## config.mk

```make
export PLATFORM = sky130hd
export DESIGN_NAME = atwc_ctrl
export DESIGN_NICKNAME = d
export VERILOG_FILES = /design/src/rtl/atwc_pkg.sv /design/src/rtl/atwc_ctrl.sv
export VERILOG_INCLUDE_DIRS = /design/src /design/src/rtl
export SDC_FILE = /design/constraint.sdc
export NUM_CORES = 2
export LEC_CHECK = 0
export ABC_AREA = 1
export BUFFER_PORTS_ARGS = -buffer_cell sky130_fd_sc_hd__buf_4
export CAP_MARGIN = 20
export CORE_UTILIZATION = 51
export CTS_BUF_LIST = sky130_fd_sc_hd__clkbuf_4 sky130_fd_sc_hd__clkbuf_8
export DETAILED_ROUTE_END_ITERATION = 8
export MAX_ROUTING_LAYER = met4
export PLACE_DENSITY = 0.66
export REMOVE_ABC_BUFFERS = 1
export SYNTH_ARGS = -nofsm -noshare
export SYNTH_HDL_FRONTEND = slang
export SYNTH_SLANG_ARGS = --single-unit
export TNS_END_PERCENT = 30
```

## constraint.sdc

```tcl
create_clock -name mclk -period 14.7 [get_ports mclk]
set_input_delay 2.94 -clock mclk [delete_from_list [all_inputs] [get_ports mclk]]
set_output_delay 2.94 -clock mclk [all_outputs]
set_load 0.01 [all_outputs]
```

## src/rtl/atwc_cfg.svh

```systemverilog
// Register map, field positions, reset values and timing counts
`ifndef ATWC_CFG_SVH
`define ATWC_CFG_SVH

`define ATWC_ADDR_W          13
`define ATWC_MAIN_ADDR       13'h1fc0
`define ATWC_CALC_ADDR       13'h1fc1
`define ATWC_ANG_LO_ADDR     13'h1fc2
`define ATWC_ANG_HI_ADDR     13'h1fc3
`define ATWC_AMP_ADDR        13'h1fc4
`define ATWC_PRD_ADDR        13'h1fc5
`define ATWC_EDT_ADDR        13'h1fc6
`define ATWC_WAVE_ADDR       13'h1fc7
`define ATWC_STAT_ADDR       13'h1fc8
`define ATWC_MASK_ADDR       13'h1fc9

`define ATWC_MAIN_RST        8'h00
`define ATWC_CALC_RST        2'h0
`define ATWC_B_DIR           7
`define ATWC_B_ORDER         6
`define ATWC_B_CKHI          5
`define ATWC_B_CKLO          4
`define ATWC_B_MOD3          3
`define ATWC_B_XFER          2
`define ATWC_B_WAVEFORM_CALC_ENABLE        1
`define ATWC_B_TEN           0
`define ATWC_B_SWST          3
`define ATWC_B_BUSY          2
`define ATWC_B_SYNC          1
`define ATWC_B_IRQSEL        0
`define ATWC_B_EV_ANGLE      0
`define ATWC_B_EV_CALC       1

`define ATWC_ANGLE_LAST      9'h17f
`define ATWC_ANGLE_HALF      9'h0c0
`define ATWC_OFS_120         10'h080
`define ATWC_OFS_240         10'h100
`define ATWC_ANGLE_MOD       10'h180
`define ATWC_TABLE_DEPTH     384
`define ATWC_DUTY_W          10

`endif

```

## src/rtl/atwc_pkg.sv

```systemverilog
// Types for the angle timer and waveform control block
package atwc_pkg;
	typedef enum logic [1:0] {
		ATWC_IDLE = 2'b00,
		ATWC_PH_U = 2'b01,
		ATWC_PH_V = 2'b10,
		ATWC_PH_W = 2'b11
	} atwc_state_e;
	typedef logic [8:0] atwc_angle_t;
endpackage : atwc_pkg

```

## src/rtl/atwc_ctrl.sv

```systemverilog
// Angle timer, waveform arithmetic control and register slave
//
// Added by the designer: strobed register access.
`timescale 1ns/1ps
`include "atwc_cfg.svh"

module atwc_ctrl
	import atwc_pkg::*;
(
	input  wire logic                      mclk,
	input  wire logic                      rst_n,
	input  wire logic [`ATWC_ADDR_W-1:0]   addr,
	input  wire logic [7:0]                wr_data,
	input  wire logic                      wr_en,
	input  wire logic                      rd_en,
	output logic      [7:0]                rd_data,
	output logic                           irq,
	output logic                           angle_irq,
	output logic      [`ATWC_DUTY_W-1:0]   phase_duty_compare_u,
	output logic      [`ATWC_DUTY_W-1:0]   phase_duty_compare_v,
	output logic      [`ATWC_DUTY_W-1:0]   phase_duty_compare_w,
	output logic                           duty_load
);

	logic [7:0]          angle_waveform_main_ctrl;
	logic [1:0]          calc_ctrl_low;
	logic                calc_busy_flag;
	atwc_angle_t         electrical_angle_value;
	logic                angle_hi_latch;
	logic [7:0]          voltage_amplitude;
	logic [7:0]          pwm_period_value;
	logic [7:0]          angle_period;
	logic [1:0]          irq_status;
	logic [1:0]          irq_mask;
	logic [5:0]          prescale;
	logic [7:0]          period_cnt;
	atwc_state_e         state;
	atwc_angle_t         calc_angle;
	logic [`ATWC_DUTY_W-1:0] res_u;
	logic [`ATWC_DUTY_W-1:0] res_v;
	logic                calc_done;
	logic [7:0]          sine_table [0:`ATWC_TABLE_DEPTH-1];

	// Field views
	wire angle_count_direction  = angle_waveform_main_ctrl[`ATWC_B_DIR];
	wire phase_order_sel        = angle_waveform_main_ctrl[`ATWC_B_ORDER];
	wire [1:0] angle_timer_clock_sel =
		angle_waveform_main_ctrl[`ATWC_B_CKHI:`ATWC_B_CKLO];
	wire modulation_type_sel    = angle_waveform_main_ctrl[`ATWC_B_MOD3];
	wire result_transfer_enable = angle_waveform_main_ctrl[`ATWC_B_XFER];
	wire waveform_calc_enable   = angle_waveform_main_ctrl[`ATWC_B_WAVEFORM_CALC_ENABLE];
	wire angle_timer_enable     = angle_waveform_main_ctrl[`ATWC_B_TEN];
	wire angle_sync_calc_enable = calc_ctrl_low[`ATWC_B_SYNC];
	wire angle_irq_source_sel   = calc_ctrl_low[`ATWC_B_IRQSEL];

	// Address decode
	wire sel_main  = (addr == `ATWC_MAIN_ADDR);
	wire sel_calc  = (addr == `ATWC_CALC_ADDR);
	wire sel_alo   = (addr == `ATWC_ANG_LO_ADDR);
	wire sel_ahi   = (addr == `ATWC_ANG_HI_ADDR);
	wire sel_amp   = (addr == `ATWC_AMP_ADDR);
	wire sel_prd   = (addr == `ATWC_PRD_ADDR);
	wire sel_edt   = (addr == `ATWC_EDT_ADDR);
	wire sel_wave  = (addr == `ATWC_WAVE_ADDR);
	wire sel_stat  = (addr == `ATWC_STAT_ADDR);
	wire sel_mask  = (addr == `ATWC_MASK_ADDR);

	wire wr_main  = wr_en & sel_main;
	wire wr_calc  = wr_en & sel_calc;
	wire wr_alo   = wr_en & sel_alo;
	wire [8:0] wr_angle = {angle_hi_latch, wr_data};
	wire angle_set = wr_alo & (wr_angle <= `ATWC_ANGLE_LAST);
	wire timer_stop = wr_main & ~wr_data[`ATWC_B_TEN];

	// Prescaler tick: low 3..6 bits all ones
	wire [5:0] div_mask = {angle_timer_clock_sel == 2'h3,
		angle_timer_clock_sel >= 2'h2,
		angle_timer_clock_sel != 2'h0, 3'h7};
	wire presc_tick = angle_timer_enable & ((prescale & div_mask) == div_mask);
	wire angle_step = presc_tick & (period_cnt == angle_period);

	wire [8:0] angle_up   = (electrical_angle_value == `ATWC_ANGLE_LAST) ? 9'h000
		: electrical_angle_value + 9'h001;
	wire [8:0] angle_down = (electrical_angle_value == 9'h000) ? `ATWC_ANGLE_LAST
		: electrical_angle_value - 9'h001;
	wire [8:0] next_angle = angle_count_direction ? angle_down : angle_up;

	// Calculation triggers
	wire sw_calc_start = wr_calc & wr_data[`ATWC_B_SWST];
	wire sync_trig     = angle_sync_calc_enable & (angle_step | angle_set);
	wire calc_trig     = waveform_calc_enable & (state == ATWC_IDLE)
		& (sw_calc_start | sync_trig);

	// Phase angle for the current step
	wire [9:0] ph_ofs = (state == ATWC_PH_V) ? `ATWC_OFS_120
		: (state == ATWC_PH_W) ? `ATWC_OFS_240 : 10'h000;
	wire [9:0] base   = {1'b0, calc_angle};
	wire [9:0] sum_p  = base + ph_ofs;
	wire [9:0] ang_p  = (sum_p >= `ATWC_ANGLE_MOD) ? sum_p - `ATWC_ANGLE_MOD : sum_p;
	wire [9:0] ang_m  = (base >= ph_ofs) ? base - ph_ofs
		: base + `ATWC_ANGLE_MOD - ph_ofs;
	wire [9:0] ph_ang = phase_order_sel ? ang_m : ang_p;

	// Waveform arithmetic
	wire [7:0]  tab_val = sine_table[ph_ang[8:0]];
	wire [15:0] product = tab_val * voltage_amplitude;
	wire [9:0]  half    = {3'h0, product[15:9]};
	wire [9:0]  prd_ext = {2'h0, pwm_period_value};
	wire        pos_half = (ph_ang[8:0] < `ATWC_ANGLE_HALF);
	wire [9:0]  three_p = prd_ext + half;
	wire [9:0]  three_m = (prd_ext >= half) ? prd_ext - half : 10'h000;
	wire [9:0]  two_ph  = {2'h0, product[15:8]};
	wire [`ATWC_DUTY_W-1:0] result = modulation_type_sel
		? (pos_half ? three_p : three_m) : two_ph;

	// Interrupt events
	wire angle_irq_ev = angle_irq_source_sel ? calc_done : angle_step;
	wire [1:0] ev_set = {calc_done, angle_step};
	wire [1:0] next_status = ev_set
		| (irq_status & ~((wr_en & sel_stat) ? wr_data[1:0] : 2'h0));

	// Read data mux
	wire [7:0] calc_rd = {5'h00, calc_busy_flag, calc_ctrl_low};
	wire [7:0] rd_mux =
		sel_main ? angle_waveform_main_ctrl :
		sel_calc ? calc_rd :
		sel_alo  ? electrical_angle_value[7:0] :
		sel_ahi  ? {7'h00, electrical_angle_value[8]} :
		sel_amp  ? voltage_amplitude :
		sel_prd  ? pwm_period_value :
		sel_edt  ? angle_period :
		sel_stat ? {6'h00, irq_status} :
		sel_mask ? {6'h00, irq_mask} : 8'h00;

	// Control registers
	always_ff @(posedge mclk or negedge rst_n) begin
		if (!rst_n) begin
			angle_waveform_main_ctrl <= `ATWC_MAIN_RST;
			calc_ctrl_low <= `ATWC_CALC_RST;
		end else begin
			if (wr_main)
				angle_waveform_main_ctrl <= wr_data;
			if (wr_calc)
				calc_ctrl_low <= wr_data[1:0];
		end
	end

	// Setting registers
	always_ff @(posedge mclk or negedge rst_n) begin
		if (!rst_n) begin
			angle_hi_latch    <= 1'b0;
			voltage_amplitude <= 8'h00;
			pwm_period_value  <= 8'h00;
			angle_period      <= 8'h00;
			irq_mask          <= 2'h0;
		end else if (wr_en) begin
			if (sel_ahi)
				angle_hi_latch <= wr_data[0];
			if (sel_amp)
				voltage_amplitude <= wr_data;
			if (sel_prd)
				pwm_period_value <= wr_data;
			if (sel_edt)
				angle_period <= wr_data;
			if (sel_mask)
				irq_mask <= wr_data[1:0];
		end
	end

	// Sine table, addressed by the current angle
	always_ff @(posedge mclk) begin
		if (wr_en & sel_wave)
			sine_table[electrical_angle_value] <= wr_data;
	end

	// Angle timer
	always_ff @(posedge mclk or negedge rst_n) begin
		if (!rst_n) begin
			prescale <= 6'h00;
			period_cnt <= 8'h00;
			electrical_angle_value <= 9'h000;
		end else if (!angle_timer_enable) begin
			prescale <= 6'h00;
			period_cnt <= 8'h00;
			// Angle writes hold while stopped so the sine table can be loaded
			if (angle_set)
				electrical_angle_value <= wr_angle;
		end else begin
			prescale <= prescale + 6'h01;
			if (timer_stop)
				period_cnt <= 8'h00;
			else if (presc_tick)
				period_cnt <= angle_step ? 8'h00 : period_cnt + 8'h01;
			if (timer_stop)
				electrical_angle_value <= 9'h000;
			else if (angle_set)
				electrical_angle_value <= wr_angle;
			else if (angle_step)
				electrical_angle_value <= next_angle;
		end
	end

	// Calculation sequencer
	always_ff @(posedge mclk or negedge rst_n) begin
		if (!rst_n) begin
			state <= ATWC_IDLE;
			calc_angle <= 9'h000;
			calc_busy_flag <= 1'b0;
			calc_done <= 1'b0;
			res_u <= '0;
			res_v <= '0;
		end else begin
			calc_done <= 1'b0;
			case (state)
				ATWC_IDLE: begin
					if (calc_trig) begin
						state <= ATWC_PH_U;
						calc_angle <= angle_set ? wr_angle : electrical_angle_value;
						calc_busy_flag <= 1'b1;
					end
				end
				ATWC_PH_U: begin
					res_u <= result;
					state <= ATWC_PH_V;
				end
				ATWC_PH_V: begin
					res_v <= result;
					state <= ATWC_PH_W;
				end
				ATWC_PH_W: begin
					state <= ATWC_IDLE;
					calc_busy_flag <= 1'b0;
					calc_done <= 1'b1;
				end
				default: state <= ATWC_IDLE;
			endcase
		end
	end

	// Result transfer to PWM compare registers
	always_ff @(posedge mclk or negedge rst_n) begin
		if (!rst_n) begin
			phase_duty_compare_u <= '0;
			phase_duty_compare_v <= '0;
			phase_duty_compare_w <= '0;
			duty_load <= 1'b0;
		end else begin
			duty_load <= 1'b0;
			if (state == ATWC_PH_W && result_transfer_enable) begin
				phase_duty_compare_u <= res_u;
				phase_duty_compare_v <= res_v;
				phase_duty_compare_w <= result;
				duty_load <= 1'b1;
			end
		end
	end

	// Interrupts and read data
	always_ff @(posedge mclk or negedge rst_n) begin
		if (!rst_n) begin
			irq_status <= 2'h0;
			irq <= 1'b0;
			angle_irq <= 1'b0;
			rd_data <= 8'h00;
		end else begin
			irq_status <= next_status;
			irq <= |(next_status & irq_mask);
			angle_irq <= angle_irq_ev;
			rd_data <= rd_en ? rd_mux : 8'h00;
		end
	end
endmodule : atwc_ctrl

```

==> out/results.txt <==
Number of cells in the design after placement: 13,283
Kind of launch point of the worst setup path: flip-flop
Hold Vio Cnt, Final: 0
Setup repair after global routing missed its margin: no
Site row count: 186
Kind of path behind the tightest hold check: flip-flop to flip-flop
Run status: complete, no violations
Initial cell density of the core: 51.4%
Synth async-reset ratio: 4.24%
Cell area after synthesis: 133,000 sq um
Clock Pin Slew Worst Setup and Hold Paths: 0.06 ns
Routability congestion estimate from global placement: 0.925
Flops & latches, synth: 3,208
Fraction of met2 tracks used by global routing: 44.5%
Port-buffer cells: 65
Reg power frac: 56.1%
Clock latency at the later pin of the worst-skew pair: 1.05 ns
Instance count of the mapped netlist: 10,485
Max-slew headroom: 18.8%
Sum of overflow across all layers after global routing: 0
Clock root buffer: clkbuf_8
Final setup fails: 0
Critical Setup Path Class: flip-flop to flip-flop
Type of destination of the critical path: flip-flop
Buffers inserted by post-CTS timing repair: 0
Share of cell area taken by muxes after synthesis: 0.0255%
Global-route wire length before repair: 563 mm
Synthesized-area fraction occupied by xor and xnor cells: 0.198%
Crit path max-delay family: adder cells
Net switching share of the total power: 21.0%
Overall die height: 512 microns
Cell-internal power: 0.0141 W
Clock Path Buffers: 4
Worst r2r path cells: 48
Pin count of the biggest net entering global routing: 210
Buffers & Inverters on Critical Path: 12
Die outline width: 512 microns
Leading register cell type out of synthesis: edfxtp_1
Standby leakage power: 48.8 nW
Final WL: 382 mm
Remaining antenna violation count after routing: 0
Met1 track demand over resource: 40.3%
Clock period minus final worst setup slack: 11.94 ns
Measured slew at the worst slew-check pin: 1.22 ns
Final-layout fill cell count: 20,536
Crit-path slowest cell: buf_4
Number of violations reported at the end of detailed-routing iteration 0: 11,963
Number of design rule violations left after detail routing: 0
Worst Clk Skew: 0.0769 ns
Net count of the finished layout: 10,565
CP Data Required Time: 15.60 ns
Hold Crit Start: prescale[3]
Max_cap viols: 0
CTS Buf Count: 524
Share of synthesized area occupied by flip-flops and latches: 72.2%
Post-Place Worst Slack: 2.89 ns
Yosys synthesis warning count: 0
Post-detailed-route wirelength per cell: 26.9 microns
Post-synthesis adder-cell area fraction: 1.29%
I/O pin count: 66
Synth-to-Final Area Change: 9.56%
Iteration count of the initial detailed-routing pass: 9
Layer with the highest usage: met2
Worst vdd ir: 0.0000811 V
Count of hold buffers inserted by post-cts repair: 0
Max H-tree Level: 6
Power spent charging and discharging nets: 0.00376 W
Final Slew Violations: 0
Final worst-path cycle share: 81.2%
Ratio of total power to cell area: 123 nW/um^2
Resized Gates After CTS: 0
Dominant combinational cell family by area after synthesis: simple AND/OR/NAND/NOR gates
Depth of the worst hold-timing path: 1
Complex-gate fraction of the synthesized area: 11.4%
Core area: 258,000 sq um
Final worst slack: 2.76 ns
Num Clock Sinks: 3,208
Worst setup startpoint: state[0]
Initial antenna violation count: 10
Total global-route track usage: 29.4%
Worst endpoint data arrival time: 12.84 ns
Simple-gate portion of the synthesized area: 11.5%
Post-synthesis average cell area: 12.6 sq um
Layout cell share with drive strength beyond 1: 9.78%
Count of distinct cell types in the synthesized netlist: 64
Cell type with the highest occurrence count on the critical path: inv_1
Placed wire-length estimate after detailed placement: 211 mm
Maximum cell stage delay along the critical path: 0.83 ns
Start of the worst register-to-register path: state[0]
Area enclosed by the die boundary: 262,000 sq um
Largest fanout of any net on the critical path: 92
Number of vias per cell after detailed routing: 6.27
TritonCTS clock tree: built
Routed vias: 89,092
Portion of total power attributed to combinational logic: 1.3%
Power share of the clock group: 42.6%
GR Util met3: 4.78%
Upper clock frequency limit: 83.7 MHz
Filler-free cell count of the finished design: 14,203
Via count of the first global-routing pass: 85,605
WP depth: 48
Number of enable-type register cells in the synthesized netlist: 3,072
End-of-flow core utilization: 56.4%
-- cell type report --
type	count	area [sq um]	share of cell area [%]
diodes	12	30.0	0.0207
clock buffers	731	8900	6.13
clock inverters	175	1140	0.788
inverters	261	1010	0.693
multi-input cells	6253	32400	22.3
flip-flops and latches	3208	95700	65.9
well taps	3384	4230	2.92
repair buffers	179	1810	1.25
-- per-layer routing --
metal  routed length, microns  up-vias
met2                   178000     5049
met3                    36000      754
met4                    13700        0
met5                        0        -
li1                         -    38877
met1                   154000    44412
-- metrics by stage --
stage | total power [W] | hold slack, ns | setup TNS (ns) | area, sq um
2_1_floorplan | 0.0102 | 0.423 | -1043.74 | 129000
3_3_place_gp | 0.0104 | 0.431 | 0 | 135000
3_5_place_dp | 0.0104 | 0.465 | 0 | 135000
4_1_cts | 0.0179 | 0.465 | 0 | 145000
5_1_grt | 0.0183 | 0.482 | 0 | 145000
6_report | 0.0179 | 0.458 | 0 | 145000
-- Yosys cell counts (26+ instances only) --
cell	count	share of area (%)
ha_1	74	0.70
edfxtp_1	3072	70
o221ai_1	439	2.9
inv_1	244	0.69
dfrtp_1	136	2.6
o211ai_1	69	0.39
a32o_1	33	0.25
buf_6	32	0.27
a21oi_1	417	1.6
nand3_1	851	3.2
buf_1	53	0.15
clkbuf_1	434	1.2
o21ai_1	30	0.11
a22o_1	49	0.32
buf_4	58	0.33
a311o_1	39	0.29
o22ai_1	69	0.33
fa_1	39	0.59
a221oi_1	78	0.52
nor2_1	1500	4.2
nor3_1	26	0.098
a31oi_1	27	0.13
buf_2	175	0.66
o21ai_0	1114	4.2
nand2_1	1241	3.5
-- kinds of logic (layout without fill, tap and decap cells) --
logic type | after synthesis | count (layout)
other | 0 | 12
xor gates and xnor gates | 30 | 30
muxes | 3 | 3
and+or+nand+nor | 3691 | 3691
adders and majority gates | 113 | 113
DFF | 3208 | 3208
AOI/OAI and AO/OA | 2416 | 2416
buffers and inverters | 1024 | 1346
-- cell usage in the layout (no fill, tap or decap), drive strengths merged, types with 6 or more instances in the layout --
master	count
dfrtp	136
a31oi	27
nor2	1507
o21ai	1146
nor3	26
bufinv	8
nor4	7
nand2	1251
a221oi	78
xor2	21
a311o	39
fa	39
edfxtp	3072
a21oi	419
a32o	33
o2111ai	8
clkinvlp	13
o21bai	8
ha	74
buf	179
clkbuf	731
o221ai	439
diode	12
o211ai	70
a22o	49
clkinv	135
o22ai	69
nand3	857
a22oi	9
xnor2	9
and3	11
o311ai	6
inv	280
nand4	13
or2	8
-- sequential cells by signal, indices dropped and copies added (netlist names), 9 cells and up --
name,count
phase_duty_compare_u,10
phase_duty_compare_w,10
electrical_angle_value,9
calc_angle,9
res_u,10
sine_table,3072
res_v,10
phase_duty_compare_v,10
-- final timing paths --
check | slack (ns) | end
worst max register to register | 2.76 | res_v[6]
worst max-delay path | 2.76 | res_v[6]
max in group asynchronous | 11.87 | phase_duty_compare_u[3]
worst min-delay path | 0.46 | prescale[4]
worst min register to register | 0.46 | prescale[4]
min in group asynchronous | 1.85 | rd_data[5]
-- worst reg2reg max path, delay by kind of cell, from the launching register on --
kind                     cells  cell delay, ns
AND/OR/NAND/NOR             14            2.98
buffers and inverters       12            2.37
flip-flops                   1            0.41
AO/OA/AOI/OAI               13            2.14
adder cells (fa/ha/maj)      9            3.91
-- power groups by stage --
stage               Sequential [W]  Clock, W  Combinational [W]
global placement            0.0102         0           0.000218
floorplan                   0.0102         0          0.0000297
CTS                         0.0100   0.00767           0.000227
finish                      0.0100   0.00761           0.000230
global route                0.0100   0.00804           0.000244
detailed placement          0.0102         0           0.000227
(Power assumes the default switching activity.)
